File: config.mk
export PLATFORM = sky130hd
export DESIGN_NAME = scc_spindle_ctrl
export DESIGN_NICKNAME = d
export VERILOG_FILES = /design/src/hdl/scc_pkg.sv /design/src/hdl/scc_spindle_ctrl.sv /design/src/hdl/scc_duty_meter.sv /design/src/hdl/scc_off_timer.sv
export SDC_FILE = /design/constraint.sdc
export NUM_CORES = 1
export LEC_CHECK = 0
export ABC_AREA = 1
export BUFFER_PORTS_ARGS = -buffer_cell sky130_fd_sc_hd__buf_2
export CORE_UTILIZATION = 40
export DETAILED_ROUTE_END_ITERATION = 7
export PLACE_DENSITY_LB_ADDON = 0.2
export SYNTH_ARGS = -nofsm -noshare
export SYNTH_HDL_FRONTEND = slang
export SYNTH_HIERARCHICAL = 1
export SYNTH_SLANG_ARGS = --single-unit
File: constraint.sdc
create_clock -name clk -period 1.5 [get_ports clk]
set_input_delay 0.15 -clock clk [delete_from_list [all_inputs] [get_ports clk]]
set_output_delay 0.15 -clock clk [all_outputs]
set_load 0.01 [all_outputs]
File: src/hdl/scc_pkg.sv
// Shared constants and state types for the spindle commutation control block
package scc_pkg;

  // Clock and off-time timing
  localparam int CLK_PERIOD_NS      = 40;
  localparam int OFF_TIME_NS        = 10400;
  localparam int OFF_CYCLES         = (OFF_TIME_NS + CLK_PERIOD_NS - 1) / CLK_PERIOD_NS;
  localparam int LOCKOUT_PERCENT    = 10;
  localparam int LOCKOUT_CYCLES_RAW = (OFF_CYCLES * LOCKOUT_PERCENT) / 100;
  localparam int LOCKOUT_CYCLES     = (LOCKOUT_CYCLES_RAW < 1) ? 1 : LOCKOUT_CYCLES_RAW;
  localparam int TIMER_W            = 9;

  // Current command duty measurement
  localparam int              LEVEL_W           = 8;
  localparam int              WIN_SPAN          = 256;
  localparam int              DUTY_ZERO_PERCENT = 5;
  localparam logic [7:0]      WIN_LAST          = 8'hFF;
  localparam logic [8:0]      DUTY_FULL         = 9'h100;
  localparam logic [8:0]      DUTY_ZERO_MAX     = 9'((WIN_SPAN * DUTY_ZERO_PERCENT) / 100);
  localparam logic [7:0]      LEVEL_MAX         = 8'hFF;
  localparam logic [7:0]      LEVEL_ZERO        = 8'h00;

  // Select codes, ordered {select1, select2, select3}
  localparam logic [2:0] SEL_DISABLE = 3'h0;
  localparam logic [2:0] SEL_BRAKE   = 3'h7;
  localparam logic [2:0] SEL_STATE1  = 3'h6;
  localparam logic [2:0] SEL_STATE2  = 3'h4;
  localparam logic [2:0] SEL_STATE3  = 3'h5;
  localparam logic [2:0] SEL_STATE4  = 3'h1;
  localparam logic [2:0] SEL_STATE5  = 3'h3;
  localparam logic [2:0] SEL_STATE6  = 3'h2;

  // Phase drive codes, ordered {upper gate, lower gate}
  localparam logic [1:0] DRV_OFF  = 2'h0;
  localparam logic [1:0] DRV_LOW  = 2'h1;
  localparam logic [1:0] DRV_HIGH = 2'h2;
  localparam int         PHASE_U  = 0;
  localparam int         PHASE_V  = 1;
  localparam int         PHASE_W  = 2;

  // Three-level mode line, encoded by the level translator
  localparam logic [1:0] MODE_LINE_GND  = 2'h0;
  localparam logic [1:0] MODE_LINE_MID  = 2'h1;
  localparam logic [1:0] MODE_LINE_FULL = 2'h2;

  typedef enum logic [2:0] {
    MODE_INDUCTION = 3'h1,
    MODE_PWM       = 3'h2,
    MODE_LINEAR    = 3'h4
  } scc_mode_t;

  typedef struct packed {
    logic               offActive;
    logic               lockActive;
    logic [TIMER_W-1:0] count;
  } scc_timer_state_t;

  typedef struct packed {
    logic [7:0]         winCnt;
    logic [8:0]         highCnt;
    logic [LEVEL_W-1:0] level;
  } scc_duty_state_t;

  typedef struct packed {
    scc_mode_t          mode;
    logic [2:0][1:0]    drive;
    logic [2:0]         step;
    logic               senseU;
    logic               senseV;
    logic               senseW;
    logic               upperLinear;
    logic               limitHit;
  } scc_top_state_t;

endpackage : scc_pkg

File: src/hdl/scc_spindle_ctrl.sv
// Spindle commutation decoder, mode control and current chopping logic
`timescale 1ns/10ps
module scc_spindle_ctrl
  import scc_pkg::*;
(
  input  wire logic               clk,                // 25 MHz clock
  input  wire logic               arst_n,             // Async reset, active low
  input  wire logic               phaseSelect1,       // Commutation select 1
  input  wire logic               phaseSelect2,       // Commutation select 2
  input  wire logic               phaseSelect3,       // Commutation select 3
  input  wire logic [1:0]         spindleModeLine,    // Encoded three-level mode
  input  wire logic               underVoltage,       // Supply below threshold
  input  wire logic               spindleCurrentCommand, // Current-command PWM
  input  wire logic [LEVEL_W-1:0] currentSense,       // Sampled coil current
  input  wire logic               bemfCompU,          // Back-EMF comparator U
  input  wire logic               bemfCompV,          // Back-EMF comparator V
  input  wire logic               bemfCompW,          // Back-EMF comparator W
  input  wire logic               inductionComp,      // Induction comparator
  output logic                    phaseUOutputHigh,   // U upper gate
  output logic                    phaseUOutputLow,    // U lower gate
  output logic                    phaseVOutputHigh,   // V upper gate
  output logic                    phaseVOutputLow,    // V lower gate
  output logic                    phaseWOutputHigh,   // W upper gate
  output logic                    phaseWOutputLow,    // W lower gate
  output logic                    bemfSenseU,         // Sense output U
  output logic                    bemfSenseV,         // Sense output V
  output logic                    bemfSenseWShared,   // Sense W or induction
  output logic                    upperLinearRegion,  // Upper gates resistive
  output logic                    offTimeActive,      // One-shot running
  output logic [LEVEL_W-1:0]      currentSetLevel,    // Measured set level
  output logic [2:0]              commutationStep,    // Registered select code
  output logic [2:0]              spindleMode         // One-hot active mode
);

  localparam scc_top_state_t TOP_RESET = '{mode: MODE_LINEAR, default: '0};

  scc_top_state_t         cur;
  scc_top_state_t         next_cur;
  logic [2:0]             selCode;
  logic [2:0][1:0]        baseDrive;
  logic                   commutating;
  logic                   oneShotFire;
  logic                   offActive;
  logic [LEVEL_W-1:0]     setLevel;

  assign selCode = {phaseSelect1, phaseSelect2, phaseSelect3};

  scc_duty_meter u_duty (
    .clk    (clk),
    .arst_n (arst_n),
    .pwmIn  (spindleCurrentCommand),
    .level  (setLevel)
  );

  // Chopping is only armed while a winding pair is energised in PWM mode
  assign oneShotFire = cur.limitHit
                     && (cur.mode == MODE_PWM)
                     && (cur.step != SEL_DISABLE)
                     && (cur.step != SEL_BRAKE)
                     && !underVoltage;

  scc_off_timer #(
    .OFF_LEN  (OFF_CYCLES),
    .LOCK_LEN (LOCKOUT_CYCLES)
  ) u_off (
    .clk        (clk),
    .arst_n     (arst_n),
    .fire       (oneShotFire),
    .offActive  (offActive),
    .lockActive ()
  );

  // Input decoder truth table
  always_comb begin
    baseDrive   = '0;
    commutating = 1'b1;
    case (selCode)
      SEL_DISABLE: begin
        baseDrive[PHASE_U] = DRV_OFF;
        baseDrive[PHASE_V] = DRV_OFF;
        baseDrive[PHASE_W] = DRV_OFF;
        commutating        = 1'b0;
      end
      SEL_BRAKE: begin
        // Braking is entered only on the controller's request
        baseDrive[PHASE_U] = DRV_HIGH;
        baseDrive[PHASE_V] = DRV_HIGH;
        baseDrive[PHASE_W] = DRV_HIGH;
        commutating        = 1'b0;
      end
      SEL_STATE1: begin
        baseDrive[PHASE_U] = DRV_LOW;
        baseDrive[PHASE_V] = DRV_OFF;
        baseDrive[PHASE_W] = DRV_HIGH;
      end
      SEL_STATE2: begin
        baseDrive[PHASE_U] = DRV_OFF;
        baseDrive[PHASE_V] = DRV_LOW;
        baseDrive[PHASE_W] = DRV_HIGH;
      end
      SEL_STATE3: begin
        baseDrive[PHASE_U] = DRV_HIGH;
        baseDrive[PHASE_V] = DRV_LOW;
        baseDrive[PHASE_W] = DRV_OFF;
      end
      SEL_STATE4: begin
        baseDrive[PHASE_U] = DRV_HIGH;
        baseDrive[PHASE_V] = DRV_OFF;
        baseDrive[PHASE_W] = DRV_LOW;
      end
      SEL_STATE5: begin
        baseDrive[PHASE_U] = DRV_OFF;
        baseDrive[PHASE_V] = DRV_HIGH;
        baseDrive[PHASE_W] = DRV_LOW;
      end
      SEL_STATE6: begin
        baseDrive[PHASE_U] = DRV_LOW;
        baseDrive[PHASE_V] = DRV_HIGH;
        baseDrive[PHASE_W] = DRV_OFF;
      end
      default: begin
        baseDrive   = '0;
        commutating = 1'b0;
      end
    endcase
  end

  // Next state of the top-level state register
  always_comb begin
    next_cur = cur;

    // Mode line decode; an unused code falls back to linear
    case (spindleModeLine)
      MODE_LINE_FULL: begin
        next_cur.mode = MODE_INDUCTION;
      end
      MODE_LINE_MID: begin
        next_cur.mode = MODE_PWM;
      end
      default: begin
        next_cur.mode = MODE_LINEAR;
      end
    endcase

    // Sampled current comparator against the set level
    next_cur.limitHit = (currentSense >= setLevel);
    next_cur.step     = selCode;

    // Lower gate handling per phase, by active mode
    for (int p = 0; p < 3; p++) begin
      next_cur.drive[p] = baseDrive[p];
      if (commutating && (baseDrive[p] == DRV_LOW)) begin
        unique case (cur.mode)
          MODE_INDUCTION: begin
            // Saturated drive, current limited by supply only
            next_cur.drive[p] = DRV_LOW;
          end
          MODE_PWM: begin
            // On again once the one-shot ends; on-time not fixed
            if (offActive || (setLevel == LEVEL_ZERO)) begin
              next_cur.drive[p] = DRV_OFF;
            end else begin
              next_cur.drive[p] = DRV_LOW;
            end
          end
          MODE_LINEAR: begin
            // Continuous regulation from the sense level, no one-shot
            if (cur.limitHit || (setLevel == LEVEL_ZERO)) begin
              next_cur.drive[p] = DRV_OFF;
            end else begin
              next_cur.drive[p] = DRV_LOW;
            end
          end
        endcase
      end
      if (underVoltage) begin
        next_cur.drive[p] = DRV_OFF;
      end
    end

    // Upper gates run resistive in linear mode while commutating
    next_cur.upperLinear = (cur.mode == MODE_LINEAR)
                         && commutating
                         && !underVoltage;

    // Comparator results back to the controller
    next_cur.senseU = bemfCompU;
    next_cur.senseV = bemfCompV;
    if (cur.mode == MODE_INDUCTION) begin
      next_cur.senseW = inductionComp;
    end else begin
      next_cur.senseW = bemfCompW;
    end
  end

  always_ff @(posedge clk or negedge arst_n) begin
    if (!arst_n) begin
      cur <= TOP_RESET;
    end else begin
      cur <= next_cur;
    end
  end

  // Gate outputs, upper bit then lower bit of each drive code
  assign phaseUOutputHigh  = cur.drive[PHASE_U][1];
  assign phaseUOutputLow   = cur.drive[PHASE_U][0];
  assign phaseVOutputHigh  = cur.drive[PHASE_V][1];
  assign phaseVOutputLow   = cur.drive[PHASE_V][0];
  assign phaseWOutputHigh  = cur.drive[PHASE_W][1];
  assign phaseWOutputLow   = cur.drive[PHASE_W][0];

  assign bemfSenseU        = cur.senseU;
  assign bemfSenseV        = cur.senseV;
  assign bemfSenseWShared  = cur.senseW;
  assign upperLinearRegion = cur.upperLinear;
  assign offTimeActive     = offActive;
  assign currentSetLevel   = setLevel;
  assign commutationStep   = cur.step;
  assign spindleMode       = cur.mode;

endmodule : scc_spindle_ctrl

File: src/hdl/scc_duty_meter.sv
// Measures the current-command PWM duty and yields the current set level
`timescale 1ns/10ps
module scc_duty_meter
  import scc_pkg::*;
(
  input  wire logic               clk,      // 25 MHz clock
  input  wire logic               arst_n,   // Async reset, active low
  input  wire logic               pwmIn,    // Current-command PWM
  output logic [LEVEL_W-1:0]      level     // Set level, updated per window
);

  scc_duty_state_t cur;
  scc_duty_state_t next_cur;
  logic [8:0]      next_high;

  always_comb begin
    next_cur  = cur;
    next_high = cur.highCnt + {8'h00, pwmIn};
    next_cur.winCnt = cur.winCnt + 8'h01;
    if (cur.winCnt == WIN_LAST) begin
      // Only the duty factor counts, never the logic level itself
      if (next_high >= DUTY_FULL) begin
        next_cur.level = LEVEL_MAX;
      end else if (next_high <= DUTY_ZERO_MAX) begin
        next_cur.level = LEVEL_ZERO;
      end else begin
        next_cur.level = next_high[LEVEL_W-1:0];
      end
      next_cur.highCnt = 9'h000;
    end else begin
      next_cur.highCnt = next_high;
    end
  end

  always_ff @(posedge clk or negedge arst_n) begin
    if (!arst_n) begin
      cur <= '0;
    end else begin
      cur <= next_cur;
    end
  end

  assign level = cur.level;

endmodule : scc_duty_meter

File: src/hdl/scc_off_timer.sv
// Off-time one-shot with a lockout window that sets the least on-time
`timescale 1ns/10ps
module scc_off_timer
  import scc_pkg::*;
#(
  parameter int OFF_LEN  = OFF_CYCLES,      // Off-time in clocks
  parameter int LOCK_LEN = LOCKOUT_CYCLES   // Retrigger lockout in clocks
)
(
  input  wire logic clk,        // 25 MHz clock
  input  wire logic arst_n,     // Async reset, active low
  input  wire logic fire,       // Current reached set level
  output logic      offActive,  // Lower drivers held off
  output logic      lockActive  // Triggers ignored
);

  scc_timer_state_t cur;
  scc_timer_state_t next_cur;

  always_comb begin
    next_cur = cur;
    if (cur.offActive) begin
      if (cur.count == TIMER_W'(1)) begin
        next_cur.offActive  = 1'b0;
        next_cur.lockActive = 1'b1;
        next_cur.count      = TIMER_W'(LOCK_LEN);
      end else begin
        next_cur.count = cur.count - TIMER_W'(1);
      end
    end else if (cur.lockActive) begin
      // A trigger here is dropped, so the drivers stay on
      if (cur.count == TIMER_W'(1)) begin
        next_cur.lockActive = 1'b0;
        next_cur.count      = '0;
      end else begin
        next_cur.count = cur.count - TIMER_W'(1);
      end
    end else if (fire) begin
      next_cur.offActive = 1'b1;
      next_cur.count     = TIMER_W'(OFF_LEN);
    end
  end

  always_ff @(posedge clk or negedge arst_n) begin
    if (!arst_n) begin
      cur <= '0;
    end else begin
      cur <= next_cur;
    end
  end

  assign offActive  = cur.offActive;
  assign lockActive = cur.lockActive;

endmodule : scc_off_timer

Yosys cells after proc, flatten, opt, wreduce, memory -nomap -nowiden:

Cells that the tools add are included.

* eq/ne operators: 19
* $lt $le $gt $ge: 3
* $add $sub $neg: 3
* reduce and logical (&&, ||, !) cells: 17
* multiplexer cells: 26

Operators by type and width (number)
* $pmux 6 s8: 1
* $mux 9: 5
* $mux 8: 2
* $eq 3x3->1 const B: 5
* $mux 2: 7
* $mux 11: 1
* $add 9x1->9: 1
* $eq 3x2->1 const B: 3
* $eq 9x1->1 const B: 1
* $ge 9x9->1 const B: 1
* $le 9x4->1 const B: 1
* $logic_and 1x1->1: 9
* $sub 9x1->9 const B: 1
* $add 8x1->8 const B: 1
* $eq 2x1->1 const B: 4
* $eq 8x8->1 const B: 1
* $ge 8x8->1: 1
* $logic_not 8->1: 1
* $mux 1: 8
* $eq 3x1->1 const B: 2
* $pmux 2 s3: 1
* $pmux 3 s2: 1
* $reduce_bool 3->1: 2
* $logic_not 3->1: 1
* other kinds (6): 7

* flip-flop bits (word level): 53
* output and inout bits: 25
* bits of input ports: 21

Depth between registers and ports, before layout:

* depth in word-level cells: 8
* depth in mapped cells: 12
* gate-level depth less buffers: 12

Modules after synthesis:

The synthesis kept the hierarchy.

Modules (own cells, without submodules)
* scc_duty_meter: area each 1206.2 µm², times used 1, cells each 136
* scc_spindle_ctrl: area each 933.4 µm², times used 1, cells each 109
* scc_off_timer: area each 700.7 µm², times used 1, cells each 104

Worst setup path before layout:

OpenSTA, ideal clock, no wires.

* path kind: register to register
* start point: reg u_duty/cur[8] (netlist bit)
* end point: reg u_duty.cur, in the netlist u_duty/level[7]
* arrival: 1.419 ns
* path slack: -0.056 ns
* required time: 1.363 ns
* stages on the path, launching flop included: 11
* path buffers: 0
* path through: dfrtp_1 -> ha_1 -> ha_1 -> nand2_1 -> nor2_1 -> nand2_1 -> nand2_1 -> nand2_1 -> inv_1 -> nor2_2 -> a31oi_1

* cells in the longest elaborated chain, start to end: 4
* elaborated cells between the ends (all ways): 5
* classes of those cells: 1 x add/sub; 2 x order compare; 2 x mux

Ends and longest elaborated chain
* start: declaration: line scc_duty_meter.sv:12 `scc_duty_state_t cur;`
* start signal: assignment: line scc_duty_meter.sv:39 `cur <= next_cur;`
* $add 9x1->9 (*): line scc_duty_meter.sv:18 `next_high = cur.highCnt + {8'h00, pwmIn};`
* $le 9x4->1: line scc_duty_meter.sv:24 `end else if (next_high <= DUTY_ZERO_MAX) begin`
* $mux 8: line scc_duty_meter.sv:24
* $mux 8 (*): line scc_duty_meter.sv:22 `if (next_high >= DUTY_FULL) begin`

Every way passes the cells marked *; elsewhere a longest branch is shown, timed or not.
A chain may end at the register's enable or synchronous reset.

Final worst setup path:

* start point: reg u_duty/cur[8] (netlist bit)
* end point: reg u_duty.cur, in the netlist u_duty/level[0]

The elaborated chain is that of the path after synthesis.

==> flow_summary.toml <==
[run_status]
status = "complete, but fails checks"
violations = "negative setup slack"

[global_route]
grt-ovfl-total = 0
grt.total_usage = 0.166
antenna_found_initial = 0
grt_pass1_vias = 2264
grt_max_degree = 33
grt_first_pass_wirelength_um = 9620

[pwr]
power_density_nw_per_um2 = 963
p_seq_frac = 0.471
vdd_drop_max_uv = 818
power_mw = 3.53
internal-power_mw = 2.48
power.share.switching = 0.299
p_clk_frac = 0.277
power.static_leakage_nw = 1.95
pwr-share-comb = 0.252
p_switching_mw = 1.06

[clock_tree]
worst_skew_pair.late_latency_ns = 0.31
htreeDepth = 2
cts_root_buffer = "clkbuf_8"
numCtsBuffers = 5
cts_tree = "built"
clock_path_buffers = 2
cts_sinks = 53
clk_pin_slew_worst_paths_ns = 0.10

[synth]
synth_area_leaders = "dfrtp_1, nand2_1, inv_1"
yosys.area_share.simple = 0.257
synthMuxAreaShare = 0
synth_area_leader_cell = "dfrtp_1"
synth_compound_area_frac = 0.0656
synth_cell_types = 32
async_reset_ff_frac = 1.00
synth-xor-area-share = 0.0247
synth_nets = 385
synthCells = 349
syn_avg_cell_area_um2 = 8.14
ys_ff_latch = 53
synth_top_family_by_area = "simple AND/OR/NAND/NOR gates"
synth-adder-area-share = 0.0661
syn-cell-area_um2 = 2840
synth_edf_count = 0
yosysTopAreaCellShare = 0.458
yosysSeqAreaShare = 0.467
synthFlopType = "dfrtp_1"
yosysWarnings = 6

[final_layout]
drive_above_1_share = 0.322
num_antenna_cells = 0
layout.cells.most_common = "nand2_1"
nets = 461
n_fill_cell = 657
area_growth_pct = 29.3
final_cells = 522
mostFrequentLayoutCells = "nand2_1, dfrtp_1, inv_1"

[critical_path]
required_ns = 1.69
worstSetupPathType = "flop to flop"
startpoint_type = "flop"
worstRegToRegCells = 12
timing.rr.end = "u_duty/level[0]"
r2r_setup_slack_ns = -0.07
crit-reg2reg-launch = "u_duty/cur[8]"
cp_max_fo = 4
end_kind = "flop"
critPathArrivalTime_ns = 1.76

[die]
core_um2 = 6830
die-height_um = 86.3
row_count = 30
fp.dieW_um = 86.3
dieArea_um2 = 7440
pin_count = 46
start_util = 0.416

[timing]
slew_headroom = 0.732
skew_ns = 0.0104
final_hold_viol_count = 0
final-setup-viol-count = 11
period_needed_ns = 1.57
maxSlewViolCount = 0
rsz0062_at_grt = "yes"
finalCritPeriodShare = 1.04
worst_slew_pin_slew_ns = 0.402
layout_setup_ws_ns = -0.0668
timing.fmax_mhz = 638

[placed_design]
place_ws_ns = -0.126
gp_congestion = 0.878
hpwl_um = 4220
io_buffers = 45
dp_cells = 501

[detailed_routing]
totalWireLength_um = 5670
detail-route-antenna-nets = 0
firstDrtPassIters = 4
vias = 2334
wl_per_cell_um = 10.9
drc = 0
drt_iter0_drc = 81
routed_via_density = 4.47

[flow_run]
max_cap_viol_count = 0

[worst_hold_path]
hp-start = "bemfCompW"
hp-class = "primary input to flop"
hold-path-endpoint = "bemfSenseWShared"
holdPathStages = 3
[critical path, stage by stage (launching register included)]
cell	delay, ns
dfrtp_1	0.41
ha_4	0.18
ha_4	0.18
nand2_4	0.07
nor2_4	0.04
nand2_1	0.05
nand2_1	0.07
inv_2	0.06
nand2_1	0.06
nor2_1	0.12
nand2_2	0.09
nand2_1	0.07
a21oi_1	0.05
[layer usage]
metal | up-vias | wire, um | part of all wire | GRT usage
li1 | 1218 | - | - | -
met1 | 1069 | 2530 | 0.45 | 0.192
met2 | 39 | 2840 | 0.50 | 0.299
met3 | 8 | 200 | 0.035 | 0.0381
met4 | 0 | 102 | 0.018 | 0.0652
met5 | - | 0 | 0 | 0
[registers in the layout, indices dropped and copies added (netlist names)]
register           count
phaseVOutputLow        1
u_off/cur              9
bemfSenseWShared       1
bemfSenseV             1
u_duty/cur            17
u_off/lockActive       1
cur                    1
upperLinearRegion      1
phaseWOutputLow        1
u_duty/level           8
phaseUOutputLow        1
commutationStep        3
phaseWOutputHigh       1
spindleMode            3
bemfSenseU             1
phaseVOutputHigh       1
u_off/offActive        1
phaseUOutputHigh       1
[per-stage QoR]
| step | utilization | hold WS (ns) | cell area, um2 | TNS, ns |
|---|---|---|---|---|
| after floorplan | - | -0.146 | 2850 | 0 |
| after CTS | 0.521 | 0.0174 | 3560 | -0.218 |
| final | 0.538 | 0.0288 | 3670 | -0.435 |
| after global routing | 0.538 | 0.0303 | 3670 | -1.88 |
| after detailed placement | 0.479 | 0.149 | 3270 | -0.919 |
| after global placement | 0.479 | 0.147 | 3270 | -0.304 |
[worst max-delay path by stage]
stage	from	endpoint	slack [ns]	cells past startpoint
final	u_duty/cur[8]	u_duty/level[0]	-0.07	12
after global routing	u_duty/cur[8]	u_duty/level[0]	-0.18	11
after CTS	u_duty/cur[8]	u_duty/level[0]	-0.04	12
after detailed placement	u_duty/cur[8]	u_duty/level[3]	-0.13	11
after global placement	u_duty/cur[8]	u_duty/level[0]	-0.05	12
after floorplan	u_duty/cur[8]	u_duty/level[3]	0.02	11
[cells in the mapped netlist (3+ instances only)]
master    count
inv_2         4
nand3_1      22
dfrtp_1      52
ha_1         15
o21ai_0       7
nor2_1       41
nand2_1      81
nor2_2        7
a21oi_1      12
xor2_1        6
a211oi_1      3
buf_4        14
nand2_2       5
inv_1        53
nand4_1       3
[timing repair]
action / in CTS / in global routing
pin swaps: 8 / 14
gates cloned: 0 / 1
buffers inserted: 3 / 2
hold buffers: 7 / 0
gates resized for setup: 20 / 28
setup endpoints to repair: 15 / 22
endpoints found under the hold margin: 59 / 0
[power groups by stage]
stage          registers, mW  clock network (mW)  logic [mW]
2_1_floorplan           1.65                   0       0.423
3_3_place_gp            1.66                   0       0.763
3_5_place_dp            1.65                   0       0.776
4_1_cts                 1.65                1.03       0.857
5_1_grt                 1.68                1.07        1.01
6_report                1.67               0.980       0.890
[cells by family after synthesis]
| family | Yosys count |
|---|---|
| adder cells (fa/ha/maj) | 15 |
| AO/OA/AOI/OAI | 32 |
| AND/OR/NAND/NOR | 167 |
| flip-flops | 53 |
| buffers and inverters | 74 |
| XOR/XNOR | 8 |
[layout make-up]
| cell class | count | area [um2] | share of cell area |
|---|---|---|---|
| Multi-Input combinational cell | 222 | 1330 | 0.361 |
| Sequential cell | 53 | 1330 | 0.361 |
| Timing Repair inverter | 1 | 6.26 | 0.00170 |
| Timing Repair Buffer | 83 | 547 | 0.149 |
| Inverter | 59 | 229 | 0.0624 |
| Clock inverter | 3 | 46.3 | 0.0126 |
| Tap cell | 96 | 120 | 0.0327 |
| Clock buffer | 5 | 68.8 | 0.0187 |
Power figures use the tool's default switching activity.
